File: src/design/pst_defines.vh
`ifndef PST_DEFINES_VH
`define PST_DEFINES_VH

// ************************************************************
// Register indices; the byte address is four times the index.
// ************************************************************
`define PST_IDX_LOW_B0   9'h002
`define PST_IDX_LOW_B1   9'h082
`define PST_IDX_LOW_B2   9'h102
`define PST_IDX_LOW_B3   9'h182
`define PST_IDX_LATH_B0  9'h00A
`define PST_IDX_LATH_B1  9'h08A
`define PST_IDX_LATH_B2  9'h10A
`define PST_IDX_LATH_B3  9'h18A
`define PST_IDX_VIEW     9'h10C
`define PST_IDX_TDATA    9'h18C
`define PST_IDX_PTR_LO   9'h185
`define PST_IDX_PTR_HI   9'h186

// ************************************************************
// Decoded register identities.
// ************************************************************
`define PST_RID_NONE     3'h0
`define PST_RID_LOW      3'h1
`define PST_RID_LATH     3'h2
`define PST_RID_VIEW     3'h3
`define PST_RID_TDATA    3'h4
`define PST_RID_PTR_LO   3'h5
`define PST_RID_PTR_HI   3'h6

// ************************************************************
// Reset values, vectors and special data values.
// ************************************************************
`define PST_RESET_VEC    11'h000
`define PST_INT_VEC      11'h004
`define PST_BYTE_RST     8'h00
`define PST_SEL_KEY      8'h1C
`define PST_TDATA_LOW    8'h01
`define PST_TDATA_HIGH   8'h02

// ************************************************************
// Operation codes from the instruction decoder.
// ************************************************************
`define PST_OP_NEXT      4'h0
`define PST_OP_GOTO      4'h1
`define PST_OP_CALL      4'h2
`define PST_OP_RETURN    4'h3
`define PST_OP_RETLIT    4'h4
`define PST_OP_INT       4'h5
`define PST_OP_TRL       4'h6
`define PST_OP_TRH       4'h7
`define PST_OP_LOWWR     4'h8

`endif

File: src/design/pst_stack.v
`timescale 1ns/100ps
module pst_stack #(
   parameter DEPTH = 8,
   parameter WIDTH = 12,
   parameter PTR_W = 3
) (
   input  wire             clk,
   input  wire             rst_n,
   input  wire             push,
   input  wire             pop,
   input  wire [WIDTH-1:0] push_data,
   output wire [WIDTH-1:0] top
);

   // ************************************************************
   // Circular storage; a ninth push silently replaces the oldest.
   // ************************************************************
   reg [WIDTH-1:0] mem [0:DEPTH-1];
   reg [PTR_W-1:0] sp;

   wire [PTR_W-1:0] sp_dec = sp - {{(PTR_W-1){1'b0}}, 1'b1};

   // Popping an empty stack returns whatever the slot holds.
   assign top = mem[sp_dec];

   always @(posedge clk or negedge rst_n) begin
      if (!rst_n) begin
         sp <= {PTR_W{1'b0}};
      end else if (push) begin
         sp <= sp + {{(PTR_W-1){1'b0}}, 1'b1};
      end else if (pop) begin
         sp <= sp_dec;
      end
   end

   // Storage has no reset so it maps onto plain memory.
   always @(posedge clk) begin
      if (push) begin
         mem[sp] <= push_data;
      end
   end

endmodule // pst_stack

File: src/design/pst_core.v
// Operation
// - Program counter is 11 bits, addressing 2K words of 16 bits.
// - Counter advances by one per executed instruction unless replaced.
// - Reset loads address 000h; interrupt entry loads address 004h.
// - Call and goto take all 11 target bits from the instruction.
// - All return forms reload the counter from the stack top.
// - Low-byte register reads and writes counter bits 7..0 in all banks.
// - High view reads counter bits 10..8; writing never loads the counter.
// - Writing 1Ch to the high view sets the select flag, else clears it.
// - Any reset clears the select flag.
// - Flag clear: low-byte write also loads bits 10..8 from the latch.
// - Flag set: low-byte write changes only bits 7..0.
// - Return stack holds eight entries of 12 bits.
// - Long call and interrupt push; returns pop last in, first out.
// - Table reads fetch one byte of the word at the pointer into W and data register.
// - Writing 01h or 02h to the table data register starts a read.
// - After a triggered read, the table data register returns the fetched byte.
//
// The Wishbone slave port was left to the implementer.
`timescale 1ns/100ps
`include "pst_defines.vh"
module pst_core #(
   parameter PC_W        = 11,
   parameter STACK_DEPTH = 8,
   parameter STACK_W     = 12
) (
   input  wire            clk,
   input  wire            rst_n,
   input  wire            step,
   input  wire [3:0]      op,
   input  wire [10:0]     op_target,
   input  wire [7:0]      op_data,
   output reg  [10:0]     prog_addr,
   output reg  [10:0]     tbl_addr,
   input  wire [15:0]     tbl_data,
   output reg             w_load,
   output reg  [7:0]      w_data,
   input  wire            wb_cyc_i,
   input  wire            wb_stb_i,
   input  wire            wb_we_i,
   input  wire [10:0]     wb_adr_i,
   input  wire [3:0]      wb_sel_i,
   input  wire [31:0]     wb_dat_i,
   output reg  [31:0]     wb_dat_o,
   output reg             wb_ack_o
);

   // ************************************************************
   // Table read states.
   // ************************************************************
   localparam TR_IDLE  = 3'b001;
   localparam TR_FETCH = 3'b010;
   localparam TR_CAPT  = 3'b100;

   // ************************************************************
   // Helper functions.
   // ************************************************************
   function [2:0] reg_id;
      input [8:0] idx;
      begin
         case (idx)
            `PST_IDX_LOW_B0, `PST_IDX_LOW_B1,
            `PST_IDX_LOW_B2, `PST_IDX_LOW_B3:   reg_id = `PST_RID_LOW;
            `PST_IDX_LATH_B0, `PST_IDX_LATH_B1,
            `PST_IDX_LATH_B2, `PST_IDX_LATH_B3: reg_id = `PST_RID_LATH;
            `PST_IDX_VIEW:                      reg_id = `PST_RID_VIEW;
            `PST_IDX_TDATA:                     reg_id = `PST_RID_TDATA;
            `PST_IDX_PTR_LO:                    reg_id = `PST_RID_PTR_LO;
            `PST_IDX_PTR_HI:                    reg_id = `PST_RID_PTR_HI;
            default:                            reg_id = `PST_RID_NONE;
         endcase
      end
   endfunction

   // A low-byte write keeps the page while the flag is set, else takes the latch.
   function [10:0] low_load;
      input       sel_flag;
      input [2:0] latch_hi;
      input [2:0] pc_hi;
      input [7:0] low;
      begin
         if (sel_flag) begin
            low_load = {pc_hi, low};
         end else begin
            low_load = {latch_hi, low};
         end
      end
   endfunction

   // Both the call push and the plain advance need the same increment.
   function [PC_W-1:0] pc_inc;
      input [PC_W-1:0] v;
      begin
         pc_inc = v + {{(PC_W-1){1'b0}}, 1'b1};
      end
   endfunction

   // Registers are a byte wide; the upper bus lanes always read as zero.
   function [31:0] bus_byte;
      input [7:0] b;
      begin
         bus_byte = {24'h000000, b};
      end
   endfunction

   // Pointer width follows the depth; the wrap over the oldest entry needs a power-of-two depth.
   function integer ptr_bits;
      input integer depth;
      integer k;
      begin
         ptr_bits = 1;
         for (k = 2; k < depth; k = k * 2) begin
            ptr_bits = ptr_bits + 1;
         end
      end
   endfunction

   localparam STACK_PTR_W = ptr_bits(STACK_DEPTH);

   // ************************************************************
   // State.
   // ************************************************************
   reg  [PC_W-1:0]    pc;
   reg  [7:0]         counter_high_latch;
   reg                high_source_select_flag;
   reg  [7:0]         table_read_data;
   reg  [7:0]         data_pointer_low;
   reg  [7:0]         data_pointer_high;
   reg  [2:0]         tr_state;
   reg                tr_high;
   reg                tr_from_bus;
   reg                tr_bus_wait;

   reg  [PC_W-1:0]    next_pc;
   reg                stk_push;
   reg                stk_pop;
   reg  [STACK_W-1:0] stk_push_data;
   wire [STACK_W-1:0] stk_top;

   // ************************************************************
   // Bus decode.
   // ************************************************************
   wire       wb_req     = wb_cyc_i & wb_stb_i & ~wb_ack_o & ~tr_bus_wait;
   wire [2:0] rid        = reg_id(wb_adr_i[10:2]);
   wire       wr_ok      = wb_we_i & wb_sel_i[0];
   wire [7:0] wdat       = wb_dat_i[7:0];
   wire       tr_inst    = step & ((op == `PST_OP_TRL) | (op == `PST_OP_TRH));
   wire       tdata_value = (wdat == `PST_TDATA_LOW) | (wdat == `PST_TDATA_HIGH);
   wire       tdata_wr    = wr_ok & (rid == `PST_RID_TDATA) & tdata_value;
   wire       low_wr      = wr_ok & (rid == `PST_RID_LOW);

   // The decoder has priority; a bus access that collides simply waits.
   wire       wb_hold    = (low_wr & step) | (tdata_wr & ((tr_state != TR_IDLE) | tr_inst));
   wire       wb_take    = wb_req & ~wb_hold;
   wire       tr_bus     = wb_take & tdata_wr;
   wire       tr_start   = ((tr_state == TR_IDLE) & tr_inst) | tr_bus;
   wire       tr_done    = (tr_state == TR_CAPT);
   wire [7:0] tr_byte    = tr_high ? tbl_data[15:8] : tbl_data[7:0];

   // ************************************************************
   // Program counter sequencing.
   // ************************************************************
   always @* begin
      next_pc       = pc;
      stk_push      = 1'b0;
      stk_pop       = 1'b0;
      stk_push_data = {STACK_W{1'b0}};
      if (step) begin
         case (op)
            `PST_OP_GOTO: begin
               next_pc = op_target;
            end
            `PST_OP_CALL: begin
               next_pc       = op_target;
               stk_push      = 1'b1;
               stk_push_data = {1'b0, pc_inc(pc)};
            end
            `PST_OP_RETURN, `PST_OP_RETLIT: begin
               next_pc = stk_top[PC_W-1:0];
               stk_pop = 1'b1;
            end
            `PST_OP_INT: begin
               next_pc       = `PST_INT_VEC;
               stk_push      = 1'b1;
               stk_push_data = {1'b0, pc};
            end
            `PST_OP_LOWWR: begin
               next_pc = low_load(high_source_select_flag, counter_high_latch[2:0], pc[10:8], op_data);
            end
            default: begin
               next_pc = pc_inc(pc);
            end
         endcase
      end else if (wb_take & low_wr) begin
         next_pc = low_load(high_source_select_flag, counter_high_latch[2:0], pc[10:8], wdat);
      end
   end

   always @(posedge clk or negedge rst_n) begin
      if (!rst_n) begin
         pc        <= `PST_RESET_VEC;
         prog_addr <= `PST_RESET_VEC;
      end else begin
         pc        <= next_pc;
         prog_addr <= next_pc;
      end
   end

   pst_stack #(
      .DEPTH     (STACK_DEPTH),
      .WIDTH     (STACK_W),
      .PTR_W     (STACK_PTR_W)
   ) u_stack (
      .clk       (clk),
      .rst_n     (rst_n),
      .push      (stk_push),
      .pop       (stk_pop),
      .push_data (stk_push_data),
      .top       (stk_top)
   );

   // ************************************************************
   // Software registers.
   // ************************************************************
   always @(posedge clk or negedge rst_n) begin
      if (!rst_n) begin
         counter_high_latch      <= `PST_BYTE_RST;
         high_source_select_flag <= 1'b0;
         data_pointer_low        <= `PST_BYTE_RST;
         data_pointer_high       <= `PST_BYTE_RST;
      end else if (wb_take & wr_ok) begin
         case (rid)
            `PST_RID_LATH: begin
               counter_high_latch <= wdat;
            end
            `PST_RID_VIEW: begin
               high_source_select_flag <= (wdat == `PST_SEL_KEY);
            end
            `PST_RID_PTR_LO: begin
               data_pointer_low <= wdat;
            end
            `PST_RID_PTR_HI: begin
               data_pointer_high <= wdat;
            end
            default: begin
               high_source_select_flag <= high_source_select_flag;
            end
         endcase
      end
   end

   // ************************************************************
   // Table read engine.
   // ************************************************************
   // The memory answers one cycle after the address, so a read takes
   // three edges; a second request meanwhile from the decoder is dropped.
   always @(posedge clk or negedge rst_n) begin
      if (!rst_n) begin
         tr_state        <= TR_IDLE;
         tr_high         <= 1'b0;
         tr_from_bus     <= 1'b0;
         tbl_addr        <= `PST_RESET_VEC;
         table_read_data <= `PST_BYTE_RST;
      end else begin
         case (tr_state)
            TR_IDLE: begin
               if (tr_start) begin
                  tr_state    <= TR_FETCH;
                  tbl_addr    <= {data_pointer_high[2:0], data_pointer_low};
                  tr_from_bus <= tr_bus;
                  tr_high     <= tr_bus ? (wdat == `PST_TDATA_HIGH) : (op == `PST_OP_TRH);
               end
            end
            TR_FETCH: begin
               tr_state <= TR_CAPT;
            end
            TR_CAPT: begin
               tr_state        <= TR_IDLE;
               table_read_data <= tr_byte;
            end
            default: begin
               tr_state <= TR_IDLE;
            end
         endcase
      end
   end

   // ************************************************************
   // Working register load.
   // ************************************************************
   always @(posedge clk or negedge rst_n) begin
      if (!rst_n) begin
         w_load <= 1'b0;
         w_data <= `PST_BYTE_RST;
      end else if (tr_done) begin
         w_load <= 1'b1;
         w_data <= tr_byte;
      end else if (step & (op == `PST_OP_RETLIT)) begin
         w_load <= 1'b1;
         w_data <= op_data;
      end else begin
         w_load <= 1'b0;
      end
   end

   // ************************************************************
   // Read data select.
   // ************************************************************
   reg  [31:0]        next_wb_dat;

   always @* begin
      next_wb_dat = 32'h00000000;
      case (rid)
         `PST_RID_LOW:    next_wb_dat = bus_byte(pc[7:0]);
         `PST_RID_LATH:   next_wb_dat = bus_byte(counter_high_latch);
         `PST_RID_VIEW:   next_wb_dat = bus_byte({5'h00, pc[10:8]});
         `PST_RID_TDATA:  next_wb_dat = bus_byte(table_read_data);
         `PST_RID_PTR_LO: next_wb_dat = bus_byte(data_pointer_low);
         `PST_RID_PTR_HI: next_wb_dat = bus_byte(data_pointer_high);
         default:         next_wb_dat = 32'h00000000;
      endcase
   end

   // ************************************************************
   // Bus answer.
   // ************************************************************
   // A triggering write is answered only when the byte is in place, so
   // software that reads right after the ack always sees fresh data.
   always @(posedge clk or negedge rst_n) begin
      if (!rst_n) begin
         wb_ack_o    <= 1'b0;
         wb_dat_o    <= 32'h00000000;
         tr_bus_wait <= 1'b0;
      end else begin
         wb_ack_o <= (wb_take & ~tr_bus) | (tr_done & tr_from_bus);
         if (tr_bus) begin
            tr_bus_wait <= 1'b1;
         end else if (tr_done) begin
            tr_bus_wait <= 1'b0;
         end
         if (wb_take) begin
            wb_dat_o <= next_wb_dat;
         end
      end
   end

endmodule // pst_core

File: config.mk
export PLATFORM = sky130hd
export DESIGN_NAME = pst_core
export DESIGN_NICKNAME = d
export VERILOG_FILES = /design/src/design/pst_stack.v /design/src/design/pst_core.v
export VERILOG_INCLUDE_DIRS = /design/src /design/src/design
export SDC_FILE = /design/constraint.sdc
export NUM_CORES = 1
export LEC_CHECK = 0
export BUFFER_PORTS_ARGS = -buffer_cell sky130_fd_sc_hd__buf_2
export CORE_MARGIN = 2
export CORE_UTILIZATION = 45
export CTS_BUF_LIST = sky130_fd_sc_hd__clkbuf_16
export DETAILED_ROUTE_END_ITERATION = 8
export PLACE_DENSITY = 0.69
export REMOVE_ABC_BUFFERS = 1
export SYNTH_ARGS = -nofsm -noshare
export SYNTH_HDL_FRONTEND = slang
export SYNTH_SLANG_ARGS = --single-unit
File: constraint.sdc
create_clock -name clk -period 2.8 [get_ports clk]
set_clock_uncertainty 0.15 [all_clocks]
set_input_delay 0.56 -clock clk [delete_from_list [all_inputs] [get_ports clk]]
set_output_delay 0.56 -clock clk [all_outputs]
set_load 0.005 [all_outputs]
Word-level counts from Yosys, hierarchy flattened
Memory sizes are Yosys's and may differ from the RTL's. Index checks and enable logic that the tools add are counted.

Register bits after elaboration: 106. Latch bits: 0. RAM bits: 88. Memory bits (read-only): 0. Input bits: 92. Memories kept: 1.

Memory list: u_stack.mem (depth 8, width 11, rd ports 1, clocked after memory_dff 0, write ports 1, RTL line pst_stack.v:18) `reg [WIDTH-1:0] mem [0:DEPTH-1];`.

Add/subtract/negate cells: 3. Multipliers: 0. Divide/modulo/power cells: 0. Order comparisons: 0. Eq/ne operators: 36. Shifts and indexed selects: 0. Multiplexer cells: 27. Bitwise gates (word level): 28. Reductions and logical operators: 15.

Operators by type and width (count): 9-bit equality test (second input constant) (8); 11-bit two-way mux (5); 8-bit case mux with 6 select lines (1); 11-bit case mux with 4 select lines (1); 8-bit two-way mux (3); 11-bit case mux with 2 select lines (1); 1-bit bitwise AND (18); 9-bit by 8-bit equality test with 1-bit output (second input constant) (2); 3-bit case mux with 6 select lines (1); 4-bit by 3-bit equality test with 1-bit output (second input constant) (4); 3-bit equality test (second input constant) (4); 11-bit by 1-bit adder with 11-bit output (second input constant) (1); 1-bit two-way mux (11); 2-bit AND reduction (5); 3-bit by 2-bit equality test with 1-bit output (second input constant) (3); 9-bit by 2-bit equality test with 1-bit output (second input constant) (1); 9-bit by 4-bit equality test with 1-bit output (second input constant) (1); 3-bit two-way mux (3); 4-bit by 2-bit equality test with 1-bit output (second input constant) (2); 8-bit by 1-bit equality test with 1-bit output (second input constant) (1); 8-bit by 2-bit equality test with 1-bit output (second input constant) (1); 8-bit by 5-bit equality test with 1-bit output (second input constant) (1); 2-bit nonzero test (4); 4-bit OR reduction (2); other kinds (12) (25).

Depth between registers and ports, before layout
Gate-level depths: netlist of the first run.

Depth after elaboration: 14. Depth in mapped cells: 11. Gate-level depth less buffers: 7.

Cells and area by module
From an unflattened synthesis of the first run, not the netlist that was laid out.

Cell total of the unflattened synthesis: 776. Area total of the unflattened synthesis: 9105.0 sq um.

Modules (own cells, without submodules): pst_core (times used 1, cells an instance 526, area an instance 4997.3 sq um, seq. area each 1978.1 sq um); pst_stack (times used 1, cells an instance 250, area an instance 4107.7 sq um, seq. area each 2957.8 sq um).

Worst setup path before layout of the first run
OpenSTA, ideal clock, no wires.

Kind: input to register. From: input port op[3]. To: memory u_stack.mem[1][0] (netlist name), enable pin. Library setup time: 393 ps. Arrival: 2598 ps. Required time: 2257 ps. Path slack: -342 ps. Stages on the path: 6. Buffers on the path: 2. Cells stage by stage: clkbuf_1 -> or4b_2 -> clkbuf_1 -> nand2_1 -> nand3_1 -> nor3_1.

Longest elaborated chain between the ends: 6. Elaborated cells between the ends (all ways): 7. Those cells by class: eq/ne (2); mux (4); reduce/logical (1).

RTL lines: start: declaration (RTL line pst_core.v:30) `input wire [3:0] op,`; 4-bit by 3-bit equality test with 1-bit output / 4-bit by 2-bit equality test with 1-bit output (equally long branches); 2-bit OR reduction (no line) (*); 1-bit two-way mux (*) (RTL line pst_core.v:169) `case (op)`; 1-bit two-way mux (*) (RTL line pst_core.v:168) `if (step) begin`; 1-bit two-way mux (*) (RTL line pst_stack.v:38) `if (push) begin`; 1-bit two-way mux (not written as such) (*) (RTL line pst_stack.v:39) `mem[sp] <= push_data;`; end: declaration (RTL line pst_stack.v:18).

Every way passes the cells marked *; elsewhere a longest branch is shown, timed or not.

Worst setup path in the final report of the first run
From: register tr_state[0]. To: register data_pointer_high[2].

Longest elaborated chain between the ends: 8.

RTL lines: start: declaration (RTL line pst_core.v:129) `reg [2:0] tr_state;`; start signal: assignment (RTL line pst_core.v:259) `tr_state <= TR_IDLE;`; start signal: assignment (RTL line pst_core.v:268) `tr_state <= TR_FETCH;`; start signal: assignment (RTL line pst_core.v:275) `tr_state <= TR_CAPT;`; 3-bit by 1-bit inequality test with 1-bit output (RTL line pst_core.v:153) `wire wb_hold = (low_wr & step) | (tdata_wr & ((tr_state != TR_IDLE) | tr_inst));`; 1-bit OR (RTL line pst_core.v:153); 1-bit bitwise AND (RTL line pst_core.v:153); 1-bit OR (RTL line pst_core.v:153); 1-bit NOT (RTL line pst_core.v:154) `wire wb_take = wb_req & ~wb_hold;`; 1-bit bitwise AND (RTL line pst_core.v:154); 1-bit bitwise AND (RTL line pst_core.v:231) `end else if (wb_take & wr_ok) begin`; 2-bit AND reduction (no line); end signal: assignment (RTL line pst_core.v:230) `` data_pointer_high <= `PST_BYTE_RST; ``; end signal: assignment (RTL line pst_core.v:243) `data_pointer_high <= wdat;`; end: declaration (RTL line pst_core.v:128) `reg [7:0] data_pointer_high;`.

Every way passes these cells. A chain may end at the register's enable or synchronous reset.

==> flow_metrics.py, run 1 <==
metrics = {
    "synthesis": {
        "yosysWarnings": 0,
        "synth_cells": 681,
        "seq_area_frac_synth_pct": 56.1,
        "ys_seq_elements": 170,
        "synthFlopType": "edfxtp_1",
        "synthArstFlopShare_pct": 48.2,
        "synth.distinct_cells": 71,
        "synth_area_mm2": 0.00837,
        "syn-mean-instance-area_um2": 12.3,
        "synth_edf_count": 88,
    },
    "sta": {
        "whs_ns": 0.315,
        "period_minus_slack_ns": 2.54,
        "slew_headroom_pct": 58.9,
        "setup_viol": 0,
        "finalHoldViolCount": 0,
        "fin_crit_sh_pct": 90.7,
        "fmax_mhz": 394,
        "worstMarginPinSlew_ns": 0.616,
        "finalMaxSlewViolations": 0,
        "worst_slack_ns": 0.260,
        "rsz0062_at_grt": "false",
        "final.setup.tns_ns": 0,
    },
    "global_routing": {
        "grt_pass1_vias": 6115,
        "grt_usage_pct": 21.8,
        "antenna_found_initial": 0,
        "grt_pass1_wl_mm": 32.7,
        "grt_max_degree": 38,
        "overflow": 0,
    },
    "setup_path": {
        "cp_max_fo": 8,
        "slowest_stage": "or4_2",
        "critical_path_required_ns": 2.96,
        "critPathMaxStageDelay_ns": 0.77,
        "worst_ep_arrival_time_ns": 2.70,
        "critPathLaunchType": "flop",
        "path_class": "flop to flop",
        "cp-end-kind": "flop",
        "path_cells": "nor3b_1 -> buf_4 -> and2_2 -> o31ai_4 -> or4_2 -> mux2_2",
    },
    "floorplanning": {
        "core_region_area_mm2": 0.0181,
        "die_height_um": 140,
        "core.rowCount": 49,
        "fp.dieW_um": 140,
        "ios": 156,
        "start_util_pct": 46.3,
        "die_area_mm2": 0.0197,
    },
    "routing": {
        "final_antenna_net_count": 0,
        "wire_per_inst_um": 19.6,
        "drt-total-wl_mm": 20.9,
        "drt_iter0_drc": 345,
        "via_count": 6050,
        "dr.pass1.iters": 5,
        "drc": 0,
        "viasPerCell": 5.66,
    },
    "flow_run": {
        "cap_violations": 0,
    },
    "placed_design": {
        "place_congestion": 0.903,
        "io_buffers": 102,
        "dp_hpwl_mm": 15.6,
        "post-place-ws_ns": -0.0865,
    },
    "power": {
        "vdd_drop_max_uv": 600,
        "p_clk_share_pct": 33.7,
        "comb_power_share_pct": 23.7,
        "sw_frac_of_total_pct": 29.3,
        "p_leak_uw": 0.00425,
        "powerDensity_mw_per_mm2": 675,
        "switching_power_uw": 1980,
        "power_frac_seq_pct": 42.6,
        "p_int_uw": 4790,
    },
    "clock_tree": {
        "cts_num_sinks": 170,
        "h-tree-depth": 4,
        "tritoncts": "built",
        "cts_buffer_depth": 2,
        "post-cts-setup-buffers": 0,
        "cts_resized": 0,
        "clockRootBuffer": "clkbuf_16",
        "numCtsBuffers": 17,
        "insertion_delay_ns": 0.43,
        "path_clk_slew_ns": 0.07,
    },
    "final_layout": {
        "final_common_cell": "buf_2",
        "fin_nets": 922,
        "drive_above_1_share_pct": 33.5,
        "insertedDiodeCount": 0,
        "synthToLayoutAreaGrowth_pct": 19.8,
        "n_fill_cell": 1529,
        "most-common-layout-cells": "buf_2 (101), edfxtp_1 (88), dfrtp_1 (81), buf_4 (66)",
    },
    "hold_path": {
        "min-delay-path-class": "input pin to flop",
    },
    "run_status": {
        "status": "completed",
    },
}
## state kept, by name, summed over array words and instances (netlist names), 8 cells and up
name                count
u_stack.mem            88
pc                     11
tbl_addr               11
counter_high_latch      8
data_pointer_high       8
data_pointer_low        8
table_read_data         8
w_data                  8
wb_dat_o                8
## critical path: cells and delay by family, from the launching register on
family	cells	cell delay, ns
DFF	1	0.55
AOI/OAI and AO/OA	1	0.07
muxes	1	0.32
and+or+nand+nor	3	1.15
buffers and inverters	1	0.17
## Yosys cell counts (all sizes together) (6+ instances only)
cell / instances / area (um2)
a21oi: 25 / 125
a22o: 7 / 61.3
a22oi: 10 / 75.1
buf: 39 / 270
clkbuf: 28 / 106
dfrtp: 81 / 2030
edfxtp: 88 / 2640
inv: 18 / 67.6
mux2: 36 / 435
mux2i: 21 / 210
mux4: 22 / 495
nand2: 52 / 195
nand3: 8 / 40.0
nor2: 35 / 131
nor2b: 12 / 75.1
nor3: 23 / 115
nor4: 13 / 96.3
o21a: 9 / 67.6
o21ai: 53 / 265
o22ai: 12 / 75.1
or3: 6 / 38.8
xor2: 6 / 52.6
## routing by layer
layer / share of wire, % / vias up / track usage (%)
met4: 3.6 / 0 / 9.99
met2: 49 / 230 / 36.6
met3: 6.3 / 39 / 4.34
met1: 41 / 2960 / 27.2
met5: 0 / - / 0
li1: - / 2821 / -
## stage by stage
step	cells	instance area [um2]	total power (uW)	util [%]
floorplan	637	8080	3890	-
global placement	1036	9440	4490	52.2
detailed placement	1036	9440	4540	52.2
CTS	1069	10000	6820	55.5
global route	1069	10000	7060	55.5
finish	1069	10000	6780	55.5
## power by group through the flow
stage,clock [uW],sequential [uW],combinational (uW)
4_1_cts,2320,2880,1620
6_report,2280,2880,1610
3_5_place_dp,0,2930,1610
5_1_grt,2410,2900,1750
2_1_floorplan,0,2970,923
3_3_place_gp,0,2920,1570
## cells by family after synthesis
| logic type | Yosys count | synth area share, % |
|---|---|---|
| and+or+nand+nor | 190 | 12.5 |
| DFF | 170 | 56.1 |
| AOI/OAI and AO/OA | 143 | 10.9 |
| buffers and inverters | 85 | 5.30 |
| muxes | 79 | 13.6 |
| xor gates and xnor gates | 10 | 1.05 |
| adders and majority gates | 3 | 0.448 |
| other | 1 | 0.0448 |
## worst paths after layout
kind | start | end | slack, ns | depth (start not counted)
setup / recovery | tr_state[0] | data_pointer_high[2] | 0.26 | 6
hold / removal | op_data[5] | w_data[5] | 0.32 | 3
setup reg to reg | tr_state[0] | data_pointer_high[2] | 0.26 | 6
hold reg to reg | tr_state[2] | tr_state[2] | 0.32 | 1
max in group asynchronous | rst_n | tr_state[0] | 1.29 | 3
min in group asynchronous | rst_n | wb_dat_o[2] | 0.47 | 2
## repair_timing
action,4_1_cts,5_1_grt
hold endpoints to repair,35,0
hold buffers,1,0
setup endpoints to repair,0,0
## cell type report
type | count | area [um2] | area share (%)
well taps | 229 | 287 | 2.86
clock buffers | 17 | 425 | 4.24
flip-flops and latches | 170 | 4700 | 46.8
repair buffers | 171 | 1070 | 10.7
inverters | 18 | 67.6 | 0.673
multi-input cells | 449 | 3330 | 33.2
clock inverters | 15 | 156 | 1.56
Note: power is estimated with default switching activity, not from simulation.
==> run 2: changes to the inputs <==
- HOLD_SLACK_MARGIN: not set -> 0.05
- PLACE_DENSITY: 0.69 -> 0.67
- SLEW_MARGIN: not set -> 20
- clock period: 2.8 -> 2.4 ns (I/O delays scaled with it)
==> flow_metrics.py, run 2 (synthesis gave the netlist of run 1 again) <==
metrics = {
    "run_status": {
        "status": "completed",
    },
    "floorplanning": {
        "core_region_area_mm2": 0.0181,
        "start_util_pct": 46.3,
        "ios": 156,
        "fp.dieW_um": 140,
        "core.rowCount": 49,
        "die_area_mm2": 0.0197,
        "die_height_um": 140,
    },
    "final_layout": {
        "largest_reg_flops": 88,
        "insertedDiodeCount": 0,
        "most-common-layout-cells": "buf_4 (110), buf_2 (101), edfxtp_1 (88), dfrtp_1 (81)",
        "fin_nets": 971,
        "synthToLayoutAreaGrowth_pct": 24.4,
        "drive_above_1_share_pct": 36.8,
        "final_common_cell": "buf_4",
        "reg.largest.list": "u_stack.mem (88), pc (11), tbl_addr (11)",
        "top_register": "u_stack.mem",
        "layoutNonFillerInstCount": 1117,
        "final_area_mm2": 0.0104,
    },
    "setup_path": {
        "slowest_stage": "or4b_4",
        "path_cells": "buf_2 -> or3_1 -> or4b_4 -> o31ai_4 -> or4_4 -> mux2_2",
        "critPathMaxStageDelay_ns": 0.60,
        "critical_path_required_ns": 2.56,
        "critPathLaunchType": "input pin",
        "cp-end-kind": "flop",
        "worst_ep_arrival_time_ns": 2.51,
        "cp_max_fo": 8,
        "path_class": "input pin to flop",
    },
    "power": {
        "vdd_drop_max_uv": 769,
        "p_leak_uw": 0.00449,
        "powerDensity_mw_per_mm2": 740,
    },
    "routing": {
        "wire_per_inst_um": 19.6,
        "drt-total-wl_mm": 21.9,
        "drt_iter0_drc": 320,
        "viasPerCell": 5.65,
        "drc": 0,
        "via_count": 6308,
        "final_antenna_net_count": 0,
        "dr.pass1.iters": 5,
    },
    "clock_tree": {
        "cts_buffer_depth": 2,
        "numCtsBuffers": 17,
        "tritoncts": "built",
        "clockRootBuffer": "clkbuf_16",
        "path_clk_slew_ns": 0.06,
        "cts_num_sinks": 170,
        "h-tree-depth": 4,
        "insertion_delay_ns": 0.42,
    },
    "global_routing": {
        "grt_max_degree": 53,
        "overflow": 0,
        "grt_pass1_vias": 6285,
        "antenna_found_initial": 0,
        "grt_pass1_wl_mm": 34.1,
        "grt_usage_pct": 22.5,
    },
    "hold_path": {
        "min-delay-path-class": "input pin to flop",
    },
    "placed_design": {
        "io_buffers": 102,
        "dp_hpwl_mm": 16.6,
        "placed_area_mm2": 0.00983,
        "placed_cells": 1083,
        "place_congestion": 0.916,
    },
    "sta": {
        "finalHoldViolCount": 0,
        "slew_headroom_pct": 66.5,
        "period_minus_slack_ns": 2.35,
        "worstMarginPinSlew_ns": 0.502,
        "fin_crit_sh_pct": 98.1,
        "setup_viol": 0,
        "finalMaxSlewViolations": 0,
        "fmax_mhz": 425,
    },
    "flow_run": {
        "cap_violations": 0,
    },
}
[run 2: cell count changes in the layout (fill, tap and decap cells not counted), sizes merged]
cell,previous run,this run
buf,170,219
clkinv,2,6
clkinvlp,5,3
inv,25,23
bufinv,1,0
[run 2: power by group]
| part | switching, uW | leakage, uW | internal, uW |
|---|---|---|---|
| logic | 963 | 0.00233 | 1010 |
| registers | 159 | 0.00191 | 3190 |
| clock network | 1090 | 0.000254 | 1300 |
[run 2: final timing paths]
kind / from / to / slack (ns) / cells after the start
max in group asynchronous: rst_n / tr_state[0] / 1.07 / 3
setup / recovery: wb_dat_i[7] / data_pointer_high[6] / 0.05 / 6
setup reg to reg: wb_ack_o / pc[2] / 0.10 / 7
min in group asynchronous: rst_n / table_read_data[3] / 0.39 / 2
hold / removal: tbl_data[7] / table_read_data[7] / 0.25 / 4
hold reg to reg: w_data[7] / w_data[7] / 0.34 / 2
[run 2: stage by stage]
| stage | setup slack [ns] | total power (uW) | utilization, % | TNS (ns) | hold WS [ns] |
|---|---|---|---|---|---|
| final | 0.0451 | 7710 | 57.6 | 0 | 0.246 |
| after detailed placement | -0.474 | 5330 | 54.4 | -23.03 | 0.301 |
| after global placement | -0.419 | 5290 | 54.4 | -20.31 | 0.291 |
| after floorplan | -0.921 | 4540 | - | -53.87 | 0.0344 |
| after CTS | 0.0145 | 7720 | 57.3 | 0 | 0.241 |
| after global routing | -0.00202 | 8080 | 57.6 | -0.00202 | 0.264 |
[run 2: cell type report]
type                            instances  area, um2
Clock inverter                         14       86.3
Inverter                               18       67.6
Timing Repair Buffer                  220       1490
Fill cell                            1479       7670
Multi-Input combinational cell        449       3360
Clock buffer                           17        425
Sequential cell                       170       4700
Tap cell                              229        287
[run 2: timing repair]
action	in CTS	in global routing
hold endpoints to repair	30	0
setup buffers	0	2
hold buffers	1	0
resized for setup	2	6
setup endpoints to repair	9	32
pin swaps	0	3
[run 2: worst max-delay path, delay by kind of cell]
family | cells | cell delay (ns)
buf+inv | 1 | 0.11
simple gates | 3 | 1.27
compound gates | 1 | 0.30
mux | 1 | 0.35
[run 2: layer usage]
| layer | track usage (%) | part of all wire (%) | up-vias |
|---|---|---|---|
| met5 | 0 | 0 | - |
| li1 | - | - | 2908 |
| met2 | 38.0 | 50 | 235 |
| met4 | 11.0 | 4.3 | 0 |
| met1 | 28.1 | 41 | 3108 |
| met3 | 4.03 | 5.3 | 57 |
==> run 3: changes to the inputs <==
--- a/config.mk
+++ b/config.mk
@@ -8,2 +8,3 @@
 export LEC_CHECK = 0
+export ABC_AREA = 1
 export BUFFER_PORTS_ARGS = -buffer_cell sky130_fd_sc_hd__buf_2
==> constraint.sdc (replaced) <==
create_clock -name clk -period 2.4 [get_ports clk]
set_clock_uncertainty 0.15 [all_clocks]
set_input_delay 0.24 -clock clk [delete_from_list [all_inputs] [get_ports clk]]
set_output_delay 0.24 -clock clk [all_outputs]
set_load 0.005 [all_outputs]
==> flow_metrics.py, run 3 <==
metrics = {
    "power": {
        "powerDensity_mw_per_mm2": 871,
        "switching_power_uw": 3050,
        "power_frac_seq_pct": 38.7,
        "p_total_uw": 8980,
        "vdd_drop_max_uv": 636,
        "p_clk_share_pct": 30.5,
        "sw_frac_of_total_pct": 34.0,
        "comb_power_share_pct": 30.8,
        "p_leak_uw": 0.00483,
        "p_int_uw": 5930,
    },
    "routing": {
        "viasPerCell": 5.23,
        "drt_iter0_drc": 613,
        "drt-total-wl_mm": 22.6,
        "wire_per_inst_um": 16.3,
        "final_antenna_net_count": 0,
        "drc": 0,
        "dr.pass1.iters": 5,
        "via_count": 7221,
    },
    "global_routing": {
        "antenna_found_initial": 0,
        "grt_pass1_wl_mm": 35.9,
        "grt_max_degree": 52,
        "grt_usage_pct": 23.0,
        "grt_pass1_vias": 6946,
        "overflow": 0,
    },
    "setup_path": {
        "cp_max_fo": 8,
        "r2r_start": "pc[2]",
        "r2r_end": "u_stack.mem[5][5]",
        "path_class": "flop to flop",
        "crit_start": "pc[2]",
        "cp.depth": 7,
        "critPathMaxStageDelay_ns": 0.52,
        "crit_family": "simple AND/OR/NAND/NOR gates",
        "path_cells": "nand2_1 -> nor2_1 -> nand3_1 -> xor2_1 -> inv_1 -> nand2_1 -> a21oi_1",
        "cp-end-kind": "flop",
        "critPathLaunchType": "flop",
        "r2r_cells": 7,
        "cp_num_buf_inv": 1,
        "critical_path_required_ns": 2.38,
        "reg2reg_slack_ns": 0.17,
        "cp-endpoint": "u_stack.mem[5][5]",
        "slowest_stage": "a21oi_1",
        "worst_ep_arrival_time_ns": 2.21,
        "worst_path_most_repeated_cell": "nand2_1",
    },
    "final_layout": {
        "most-common-layout-cells": "nand2_1 (302), nor2_1 (123), buf_2 (101), edfxtp_1 (88), dfrtp_1 (81)",
        "n_fill_cell": 1687,
        "reg.largest.list": "u_stack.mem (88), pc (11), tbl_addr (11)",
        "insertedDiodeCount": 0,
        "fin_nets": 1230,
        "top_register": "u_stack.mem",
        "largest_reg_flops": 88,
        "drive_above_1_share_pct": 18.5,
        "final_common_cell": "nand2_1",
        "synthToLayoutAreaGrowth_pct": 19.3,
    },
    "placed_design": {
        "post-place-ws_ns": 0.111,
        "dp_hpwl_mm": 15.7,
        "io_buffers": 102,
        "place_congestion": 0.911,
    },
    "clock_tree": {
        "tritoncts": "built",
        "insertion_delay_ns": 0.43,
        "h-tree-depth": 4,
        "cts_buffer_depth": 2,
        "cts_num_sinks": 170,
        "numCtsBuffers": 17,
        "path_clk_slew_ns": 0.06,
        "post-cts-setup-buffers": 0,
        "clockRootBuffer": "clkbuf_16",
    },
    "floorplanning": {
        "die_height_um": 143,
        "core_region_area_mm2": 0.0188,
        "die_area_mm2": 0.0203,
        "fp.dieW_um": 143,
        "start_util_pct": 46.1,
        "core.rowCount": 50,
        "ios": 156,
    },
    "sta": {
        "setup_viol": 0,
        "finalMaxSlewViolations": 0,
        "rsz0062_at_grt": "false",
        "worstMarginPinSlew_ns": 0.766,
        "slew_headroom_pct": 48.7,
        "finalHoldViolCount": 0,
        "period_minus_slack_ns": 2.23,
        "fmax_mhz": 449,
        "worst_slack_ns": 0.173,
        "whs_ns": 0.0771,
        "fin_crit_sh_pct": 92.8,
    },
    "synthesis": {
        "synth_edf_count": 88,
        "yosysWarnings": 0,
        "yosysMostFrequentCell": "nand2_1",
        "yosysTopAreaCellShare_pct": 30.6,
        "synth_cells": 994,
        "syn-mean-instance-area_um2": 8.70,
        "synth_area_leaders": "edfxtp_1 (31%), dfrtp_1 (23%), nand2_1 (13%)",
        "ys_seq_elements": 170,
        "synthArstFlopShare_pct": 48.2,
        "seq_area_frac_synth_pct": 54.3,
        "yosys-top-cells-count": "nand2_1 (302), nor2_1 (123), edfxtp_1 (88), dfrtp_1 (81), nand3_1 (70)",
        "synth_top_area_cell": "edfxtp_1",
        "synth.distinct_cells": 43,
        "synth_area_mm2": 0.00865,
        "synthFlopType": "edfxtp_1",
    },
    "hold_path": {
        "min-delay-path-class": "input pin to flop",
    },
    "flow_run": {
        "cap_violations": 0,
    },
    "run_status": {
        "status": "completed",
    },
}
## run 3: cell types whose count changed in the layout (fill, tap and decap cells not counted), sizes merged, moves of 15 or more
cell	before	now
mux2i	21	0
mux2	36	8
nor2	35	129
inv	23	71
nand3	8	72
nand4	3	35
mux4	22	0
dlygate4sd3	1	29
o21ai	53	71
nor3	23	8
buf	219	135
nand2	52	309
## run 3: worst min-delay path by stage
stage                            from                    end  slack (ns)  depth (start not counted)
after floorplan                 rst_n  counter_high_latch[0]       -0.21                          0
after global placement          rst_n            tbl_addr[6]        0.17                          1
after detailed placement        rst_n            tbl_addr[6]        0.17                          1
after CTS                 tbl_data[0]     table_read_data[0]        0.06                          4
after global routing      tbl_data[0]     table_read_data[0]        0.08                          4
final                     tbl_data[0]     table_read_data[0]        0.08                          4
## run 3: final cells by class
cell class / count / area (um2) / area share, %
flip-flops and latches: 170 / 4700 / 45.5
well taps: 234 / 293 / 2.84
multi-input cells: 716 / 3410 / 33.1
clock buffers: 17 / 425 / 4.13
clock inverters: 15 / 156 / 1.52
repair buffers: 164 / 1080 / 10.4
inverters: 66 / 253 / 2.45
## run 3: stage by stage
stage                     utilization (%)  setup TNS, ns  std cells  area (um2)
after floorplan                         -         -31.24        952        8350
after CTS                            54.9              0       1382       10300
after detailed placement             50.2              0       1321        9430
final                                54.9              0       1382       10300
after global placement               50.2              0       1321        9430
after global routing                 54.9              0       1382       10300
## run 3: tightest hold or removal path, delay by kind of cell
| kind | cells | cell delay (ns) |
|---|---|---|
| multiplexers | 1 | 0.13 |
| AND/OR/NAND/NOR | 1 | 0.08 |
| AO/OA/AOI/OAI | 1 | 0.08 |
| buffers and inverters | 1 | 0.07 |
## run 3: what timing repair did
item	4_1_cts	5_1_grt
endpoints found under the hold margin	86	0
hold buffers	29	0
setup endpoints to repair	0	24
resized for setup	0	3
## run 3: cells by family after synthesis
group | synth area share, %
AOI/OAI and AO/OA | 6.97
xor gates and xnor gates | 1.01
adders and majority gates | 0.434
buffers and inverters | 7.35
DFF | 54.3
muxes | 1.04
other | 0.0434
and+or+nand+nor | 28.8
## run 3: power by group through the flow
stage / clock (uW) / sequential [uW] / combinational, uW
2_1_floorplan: 0 / 3560 / 1600
3_3_place_gp: 0 / 3520 / 2660
3_5_place_dp: 0 / 3530 / 2700
4_1_cts: 2770 / 3470 / 2780
5_1_grt: 2890 / 3500 / 3110
6_report: 2740 / 3480 / 2760
## run 3: metal layers
layer,up-vias,part of all wire (%),track usage [%]
met5,-,0,0
met4,0,2.1,7.71
met3,30,5.0,4.43
met2,233,50,39.7
met1,3435,43,29.1
li1,3523,-,-
